[src/clock_prescaler_defines.svh]
// Register offsets, field positions, reset values and timing counts of the clock prescaler
`ifndef CLOCK_PRESCALER_DEFINES_SVH
`define CLOCK_PRESCALER_DEFINES_SVH

`define CDC_OFFSET        12'h028
`define TRIM_OFFSET       12'h02C
`define CDC_CE_BIT        7
`define CDC_SEL_MSB       3
`define SEL_RESET_PLAIN   4'h0
`define SEL_RESET_DIV8    4'h3
`define SEL_MAX_CODE      4'h8
`define CE_WINDOW_CYCLES  3'h4
`define TRIM_DEFAULT      8'h80

`endif

[src/clock_prescaler_pkg.sv]
// Types shared by the clock prescaler
`default_nettype none
package clock_prescaler_pkg;

  typedef struct packed {
    logic        psel;
    logic        penable;
    logic        pwrite;
    logic [11:0] paddr;
    logic [31:0] pwdata;
  } apb_req_t;

  typedef struct packed {
    logic        pready;
    logic        pslverr;
    logic [31:0] prdata;
  } apb_rsp_t;

  typedef enum logic [1:0] {
    SRC_RC,
    SRC_WDT,
    SRC_PLL,
    SRC_CRYSTAL
  } clock_source_t;

  typedef struct packed {
    logic        change_enable;
    logic [2:0]  window_count;
    logic [3:0]  divider_select;
    logic [3:0]  pending_select;
    logic        pending;
    logic [8:0]  ripple;
    logic        sys_clk_en;
    logic [7:0]  trim_value;
    logic        clock_out;
    apb_rsp_t    rsp;
  } prescaler_state_t;

endpackage
`default_nettype wire

[src/system_clock_prescaler_calibration.sv]
// System clock prescaler with protected change sequence, oscillator trim and clock output
//
// Functional notes
// - New rate active within one new period
// - Clock output only with option, non-crystal
// - Clock output quiet during reset
// - Clock output option overrides pin GPIO
// - Clock output not for crystal source
// - Output pin carries divided system clock
// - Factory trim loaded at reset
// - Trim writable, retunes oscillator at once
// - Top trim bit selects overlapping range
// - Low seven trim bits tune monotonically
// - Divider changes only while enable set
// - Enable set only with other bits zero
// - Enable clears after four cycles or write
// - Rewriting enable neither restarts nor clears
// - Bits six to four read zero
// - Divider factor is two to code
// - Reset divider from divide-by-eight option
// - Any legal divider accepted after sequence
// - No glitch, no overspeed during change
// - Divided clock feeds all synchronous domains
`default_nettype none
`include "clock_prescaler_defines.svh"
module system_clock_prescaler_calibration
  import clock_prescaler_pkg::*;
#(
  parameter logic [7:0] FACTORY_TRIM = `TRIM_DEFAULT
)(
  input  wire logic          clk,
  input  wire logic          srst,
  input  wire apb_req_t      apb_req,
  output      apb_rsp_t      apb_rsp,
  input  wire logic          divide_by_eight_option,
  input  wire logic          clock_output_option,
  input  wire clock_source_t clock_source,
  input  wire logic          gpio_out,
  input  wire logic          gpio_oe,
  output      logic          sys_clk_en,
  output      logic [7:0]    trim_value,
  output      logic          clock_output_pin_out,
  output      logic          clock_output_pin_oe
);

  prescaler_state_t state;
  prescaler_state_t next_state;

  // Division factor is two to the code; reserved codes never reach here
  function automatic logic tick_due(input logic [3:0] sel, input logic [8:0] cnt);
    logic [8:0] mask;
    mask = 9'h000;
    if (sel != 4'h0)
    begin
      mask = 9'(({1'b0, 9'h1FF} >> (4'd9 - sel)));
    end
    tick_due = ((cnt & mask) == mask);
  endfunction

  logic        access;
  logic        ack;
  logic        wr;
  logic        hit_cdc;
  logic        hit_trim;
  logic [7:0]  wbyte;
  logic        clkout_allowed;

  always_comb
  begin
    access         = apb_req.psel && apb_req.penable;
    // One wait state so read data stands in a flip-flop at the ready edge
    ack            = access && state.rsp.pready;
    wr             = ack && apb_req.pwrite;
    hit_cdc        = (apb_req.paddr == `CDC_OFFSET);
    hit_trim       = (apb_req.paddr == `TRIM_OFFSET);
    wbyte          = apb_req.pwdata[7:0];
    clkout_allowed = clock_output_option && (clock_source != SRC_CRYSTAL);
  end

  always_comb
  begin
    next_state = state;
    next_state.rsp = '0;

    // Enable window counts down; timeout clears it
    if (state.change_enable)
    begin
      if (state.window_count == 3'h1)
      begin
        next_state.change_enable = 1'b0;
        next_state.window_count  = 3'h0;
      end
      else
      begin
        next_state.window_count = state.window_count - 3'h1;
      end
    end

    if (access && !state.rsp.pready)
    begin
      next_state.rsp.pready  = 1'b1;
      next_state.rsp.pslverr = !(hit_cdc || hit_trim);
      if (hit_cdc)
      begin
        next_state.rsp.prdata = {24'h0, state.change_enable, 3'b000, state.divider_select};
      end
      else if (hit_trim)
      begin
        next_state.rsp.prdata = {24'h0, state.trim_value};
      end
    end

    if (wr && hit_cdc)
    begin
      if (wbyte == 8'h80)
      begin
        // Rewrite inside window leaves the countdown alone
        if (!state.change_enable)
        begin
          next_state.change_enable = 1'b1;
          next_state.window_count  = `CE_WINDOW_CYCLES;
        end
      end
      else if (!wbyte[`CDC_CE_BIT] && state.change_enable)
      begin
        next_state.change_enable = 1'b0;
        next_state.window_count  = 3'h0;
        if (wbyte[`CDC_SEL_MSB:0] <= `SEL_MAX_CODE)
        begin
          next_state.divider_select = wbyte[`CDC_SEL_MSB:0];
          next_state.pending_select = wbyte[`CDC_SEL_MSB:0];
          next_state.pending        = 1'b1;
        end
      end
    end

    if (wr && hit_trim)
    begin
      next_state.trim_value = wbyte;
    end

    // Ripple counter on the master clock; the new rate takes over only at
    // a new-rate tick of the counter, so the switch waits at most one new period
    next_state.ripple     = state.ripple + 9'h001;
    next_state.sys_clk_en = 1'b0;
    if (tick_due(state.pending ? state.pending_select : state.divider_select, state.ripple)
        || tick_due(state.divider_select, state.ripple) && !state.pending)
    begin
      next_state.sys_clk_en = 1'b1;
    end
    if (state.pending && tick_due(state.pending_select, state.ripple))
    begin
      // Switch ends at a new-rate tick; counter restarts for the new period
      next_state.pending    = 1'b0;
      next_state.ripple     = 9'h000;
      next_state.sys_clk_en = 1'b1;
    end

    // Toggle output on each divided tick, giving the divided clock
    if (clkout_allowed && state.sys_clk_en)
    begin
      next_state.clock_out = !state.clock_out;
    end
  end

  always_ff @(posedge clk)
  begin
    if (srst)
    begin
      state                <= '0;
      state.divider_select <= divide_by_eight_option ? `SEL_RESET_DIV8 : `SEL_RESET_PLAIN;
      state.trim_value     <= FACTORY_TRIM;
    end
    else
    begin
      state <= next_state;
    end
  end

  always_comb
  begin
    apb_rsp    = state.rsp;
    sys_clk_en = state.sys_clk_en;
    trim_value = state.trim_value;
    // Pin held low in reset while clock output allowed; option takes the pin from GPIO unless crystal
    clock_output_pin_out = clkout_allowed ? (state.clock_out && !srst) : gpio_out;
    clock_output_pin_oe  = clkout_allowed ? 1'b1 : gpio_oe;
  end

endmodule
`default_nettype wire

[config.mk]
export PLATFORM = sky130hd
export DESIGN_NAME = system_clock_prescaler_calibration
export DESIGN_NICKNAME = d
export VERILOG_FILES = /design/src/clock_prescaler_pkg.sv /design/src/system_clock_prescaler_calibration.sv
export VERILOG_INCLUDE_DIRS = /design/src
export SDC_FILE = /design/constraint.sdc
export NUM_CORES = 1
export LEC_CHECK = 0
export CAP_MARGIN = 5
export CORE_UTILIZATION = 40
export CTS_BUF_LIST = sky130_fd_sc_hd__clkbuf_2 sky130_fd_sc_hd__clkbuf_4 sky130_fd_sc_hd__clkbuf_8
export DETAILED_ROUTE_END_ITERATION = 8
export DONT_BUFFER_PORTS = 1
export PLACE_DENSITY_LB_ADDON = 0.3
export REMOVE_ABC_BUFFERS = 1
export SLEW_MARGIN = 20
export SYNTH_ARGS = -nofsm -noshare
export SYNTH_HDL_FRONTEND = slang
export SYNTH_SLANG_ARGS = --single-unit
[constraint.sdc]
create_clock -name clk -period 4.7 [get_ports clk]
set_input_delay 0.235 -clock clk [delete_from_list [all_inputs] [get_ports clk]]
set_output_delay 0.235 -clock clk [all_outputs]
set_load 0.01 [all_outputs]
; ---- Word level (Yosys, flattened, before mapping)
; Cells that the tools add are included.
[op_classes]
addsub = 5
magnitude_cmp = 1
eq_ne = 9
shifts = 3
muxes = 24
bitwise_logic = 6
reduce_logical = 32
[ops]
columns = op, n
row1 = 62-bit two-way mux, 1
row2 = 9-bit two-way mux, 5
row3 = 34-bit two-way mux, 1
row4 = 9-bit bitwise AND, 3
row5 = 9-bit equality test, 3
row6 = "9-bit by 4-bit >> shifter with 9-bit output, first input constant", 3
row7 = 13-bit two-way mux, 2
row8 = "12-bit by 6-bit equality test with 1-bit output, second input constant", 2
row9 = 8-bit two-way mux, 3
row10 = 4-bit two-way mux, 4
row11 = 1-bit logical AND, 12
row12 = 4-bit nonzero test, 3
row13 = "4-bit subtractor, first input constant", 3
row14 = 11-bit two-way mux, 1
row15 = "9-bit by 1-bit adder with 9-bit output, second input constant", 1
row16 = "8-bit equality test, second input constant", 1
row17 = 4-bit AND reduction, 2
row18 = 1-bit zero test, 6
row19 = 2-bit nonzero test, 3
row20 = 1-bit two-way mux, 5
row21 = "4-bit less-or-equal comparator, second input constant", 1
row22 = "2-bit inequality test, second input constant", 2
row23 = 2-bit OR reduction, 2
row24 = 4-bit OR reduction, 1
row25 = 7 further kinds, 10
[word_totals]
regBits = 66
input_bits = 55
out_inout_bits = 45
wordCells = 94

; ---- Depth between registers and ports, before layout
[depth]
word_depth = 10
mapped_depth = 9
mapped_depth_nobuf = 8

; ---- Least setup slack after synthesis
; OpenSTA, ideal clock, no wires.
[synth_timing]
path_kind = flip-flop to flip-flop
from = reg state[55] (netlist bit)
to = reg state[46] (netlist bit)
setup_time_ns = 0.142
arrival_ns = 1.905
t_required_ns = 4.558
setup_slack_ns = 2.653
stages_incl_launch_ff = 9
n_path_buf = 1
synth_period_minus_slack_ns = 2.047
path_cell_list = dfxtp_1 > clkbuf_1 > inv_1 > ha_1 > nor2b_1 > nor4_1 > o221ai_1 > a21oi_1 > nor3_1
[synth_between]
elab_chain_len = 7
word_cells_on_any_way = 8
cone_classes = add/sub (1) / eq/ne (1) / shift (1) / mux (1) / bitwise (1) / reduce/logical (3)
[synth_lines]
columns = element, line_no
row1 = "start, declared", system_clock_prescaler_calibration.sv:46  ; prescaler_state_t state;
row2 = "start signal, assigned", system_clock_prescaler_calibration.sv:176  ; state <= next_state;
row3 = 4-bit subtractor, system_clock_prescaler_calibration.sv:55  ; mask = 9'(({1'b0, 9'h1FF} >> (4'd9 - sel)));
row4 = 9-bit by 4-bit >> shifter with 9-bit output, system_clock_prescaler_calibration.sv:55
row5 = 9-bit two-way mux (*), system_clock_prescaler_calibration.sv:53  ; if (sel != 4'h0)
row6 = 9-bit bitwise AND, system_clock_prescaler_calibration.sv:57  ; tick_due = ((cnt & mask) == mask);
row7 = 9-bit equality test (*), system_clock_prescaler_calibration.sv:57
row8 = 1-bit logical AND (*), system_clock_prescaler_calibration.sv:151  ; if (state.pending && tick_due(state.pending_select, state.ripple))
row9 = 2-bit OR reduction (no line) (*), n/a
; Every way passes the cells marked *; elsewhere a longest branch is shown, timed or not.
; A chain may end at the register's enable or synchronous reset.

; ---- Worst setup path in the final report
[layout_timing]
from = reg state[55] (netlist bit)
to = reg state[50] (netlist bit)
; The elaborated chain is that of the path after synthesis.

==> metrics.cfg <==
[status]
status = complete, no violations

[final_layout]
area_delta_synth_final_pct = -2.40
fillers = 635
fin_cells = 348
drive_gt1_frac = 0.0659
nets = 340
antenna-diode-count = 0

[floorplanning]
die_y_um = 82.0
core-area_um2 = 6060
die_w_um = 82.0
ios = 100
dieArea_um2 = 6720
rows = 28
initial_utilization = 0.422

[timing]
rsz0062_at_grt = no
fin_crit_sh = 0.511
setup_violations = 0
report.final.slew_viol_count = 0
fin_crit_ns = 2.40
max_slew_margin = 0.391
holdWs_ns = 0.0155
hold_viol = 0
fmax_mhz = 417
tightest_slew_ns = 0.911
setup_tns_ns = 0
fin_skew_ns = 0.00397

[critical_path]
critPathKind = register to register
cp-start-kind = register
worstPathCellList = inv_1 -> ha_1 -> o32ai_1 -> a221o_1 -> a21oi_1 -> nor3_1
critical_path.max_stage_delay_ns = 0.67
worst_setup_path_end_kind = register
arrival_ns = 2.55
slowest_stage = a21oi_1
worstPathMaxFanout = 10
crit_required_ns = 4.85

[route]
routed_via_density = 5.21
wire_per_inst_um = 14.0
detail-route-antenna-nets = 0
drc = 0
firstDrtPassIters = 4
drt_iter0_drc = 143
routed_wirelength_um = 4860
vias = 1814

[logic_synthesis]
netlist.top_cell.by_area = dfxtp_1
yosysTopAreaCellShare = 0.297
postSynthAreaPerCell_um2 = 8.79
ys_warn_count = 0
syn_inst = 291
synthTopCellsByArea = dfxtp_1 (30%), buf_4 (13%), ha_1 (6.4%)
synthTopCellsByCount = buf_4 (43), dfxtp_1 (38), nor2_1 (25), nor3_1 (16), inv_1 (15)
syn_area_um2 = 2560
async_flop_share = 0
seq_area_frac_synth = 0.344
synth_seq_cells = 42
synthFlopType = dfxtp_1
synthMostInstantiatedCell = buf_4
ys_types = 54
synth_edf_count = 4

[placement]
dp_hpwl_um = 3500
post-place-cells = 338
numPortBuffers = 0
gp_congestion = 0.760

[grt]
gr-total-overflow = 0
antenna_found_initial = 0
grtUsageTotal = 0.149
grt_max_degree = 23
grt_pass1_wl_um = 7510
grt_pass1_vias = 1570

[power]
power_density_nw_per_um2 = 272
p_leak_nw = 0.992
irDropWorstVdd_v = 0.000209

[clock_network]
cts-root-buf = clkbuf_8
post_cts_resized = 0
insertion_delay_ns = 0.30
clk_path_buf_depth = 2
cts_tree = yes
cts_sinks = 42
numCtsBuffers = 5
cts_max_level = 2
path_clk_slew_ns = 0.09
post-cts-setup-buffer-count = 0

[job]
drv_cap = 0

[worst_hold_path]
worstHoldPathType = input pin to register

-- through the flow --
| stage | area, um^2 | setup WS, ns | total power (W) | util |
|---|---|---|---|---|
| finish | 2500 | 2.30 | 0.000680 | 0.412 |
| global route | 2500 | 2.08 | 0.000710 | 0.412 |
| detailed placement | 2380 | 2.32 | 0.000438 | 0.393 |
| global placement | 2380 | 2.34 | 0.000437 | 0.393 |
| floorplan | 2290 | 2.77 | 0.000430 | - |
| CTS | 2500 | 2.30 | 0.000689 | 0.412 |
-- layer usage --
layer / wire length (um) / vias up / GRT usage
li1: - / 910 / -
met1: 2290 / 842 / 0.192
met2: 2230 / 60 / 0.226
met3: 298 / 2 / 0.0478
met4: 41 / 0 / 0.0632
met5: 0 / - / 0
-- final timing paths --
check	to	startpoint	slack [ns]	cells after the start
setup / recovery	state[50]$_SDFF_PP0_	state[55]$_SDFFE_PP0P_	2.30	6
hold / removal	state[44]$_SDFF_PP0_	srst	0.02	1
setup reg to reg	state[50]$_SDFF_PP0_	state[55]$_SDFFE_PP0P_	2.30	6
hold reg to reg	state[63]$_SDFF_PP0_	state[63]$_SDFF_PP0_	0.49	2
-- placed cells by master, fill, tap and decap left out, types with 2 or more instances in the layout --
| cell type | netlist | layout |
|---|---|---|
| a2111oi_0 | 2 | 2 |
| a211o_1 | 2 | 2 |
| a211oi_1 | 2 | 2 |
| a21boi_0 | 2 | 2 |
| a21oi_1 | 7 | 7 |
| a22o_1 | 7 | 7 |
| a31oi_1 | 3 | 3 |
| and2_1 | 4 | 4 |
| and3_1 | 3 | 3 |
| clkbuf_8 | 0 | 5 |
| conb_1 | 1 | 24 |
| dfxtp_1 | 38 | 38 |
| dlygate4sd3_1 | 0 | 2 |
| edfxtp_1 | 4 | 4 |
| ha_1 | 13 | 13 |
| inv_1 | 15 | 15 |
| mux2i_1 | 13 | 13 |
| nand2_1 | 13 | 13 |
| nand2b_1 | 6 | 6 |
| nand3_1 | 5 | 5 |
| nand3b_1 | 4 | 4 |
| nor2_1 | 25 | 25 |
| nor2b_1 | 5 | 5 |
| nor3_1 | 16 | 16 |
| nor4_1 | 4 | 4 |
| o21ai_0 | 4 | 4 |
| o22ai_1 | 2 | 2 |
| o32ai_1 | 2 | 2 |
| or2_2 | 3 | 3 |
| or3_1 | 3 | 3 |
| or4_1 | 2 | 2 |
| xnor2_1 | 4 | 4 |
| xor2_1 | 6 | 6 |
-- flip-flops by register name (all words and copies together), names as in the netlist --
name,count
apb_rsp,10
state,23
sys_clk_en,1
trim_value,8
-- kinds of logic (layout without fill, tap and decap cells) --
family | after synthesis | count (layout) | synth area share
AO/OA/AOI/OAI | 41 | 41 | 0.115
adder cells (fa/ha/maj) | 13 | 13 | 0.0636
XOR/XNOR | 10 | 10 | 0.0342
flip-flops | 42 | 42 | 0.344
multiplexers | 13 | 13 | 0.0509
buffers and inverters | 66 | 25 | 0.160
other | 1 | 24 | 0.00147
AND/OR/NAND/NOR | 105 | 105 | 0.230
-- where the power goes --
part	total [W]	switching, W	leakage, nW	internal, W
combinational	0.0000540	0.0000317	0.595	0.0000223
clock	0.000245	0.000137	0.0491	0.000108
sequential	0.000381	0.0000110	0.348	0.000370
-- worst max-delay path, delay by kind of cell (launching register included) --
kind | cells | cell delay (ns)
compound gates | 3 | 1.09
buf+inv | 1 | 0.15
flops | 1 | 0.56
fa+ha+maj | 1 | 0.36
simple gates | 1 | 0.10
-- repair_timing --
action                     CTS  global route
hold buffers                 2             0
setup endpoints to repair    0             0
hold endpoints to repair    22             0
-- final cells by class --
class                   count  area, um^2  area share
repair buffers              2        20.0     0.00802
flip-flops and latches     42         881       0.353
inverters                  15        56.3      0.0225
well taps                  75        93.8      0.0376
clock buffers               5        68.8      0.0276
multi-input cells         206        1350       0.542
clock inverters             3        23.8     0.00952
Power figures use the tool's default switching activity.
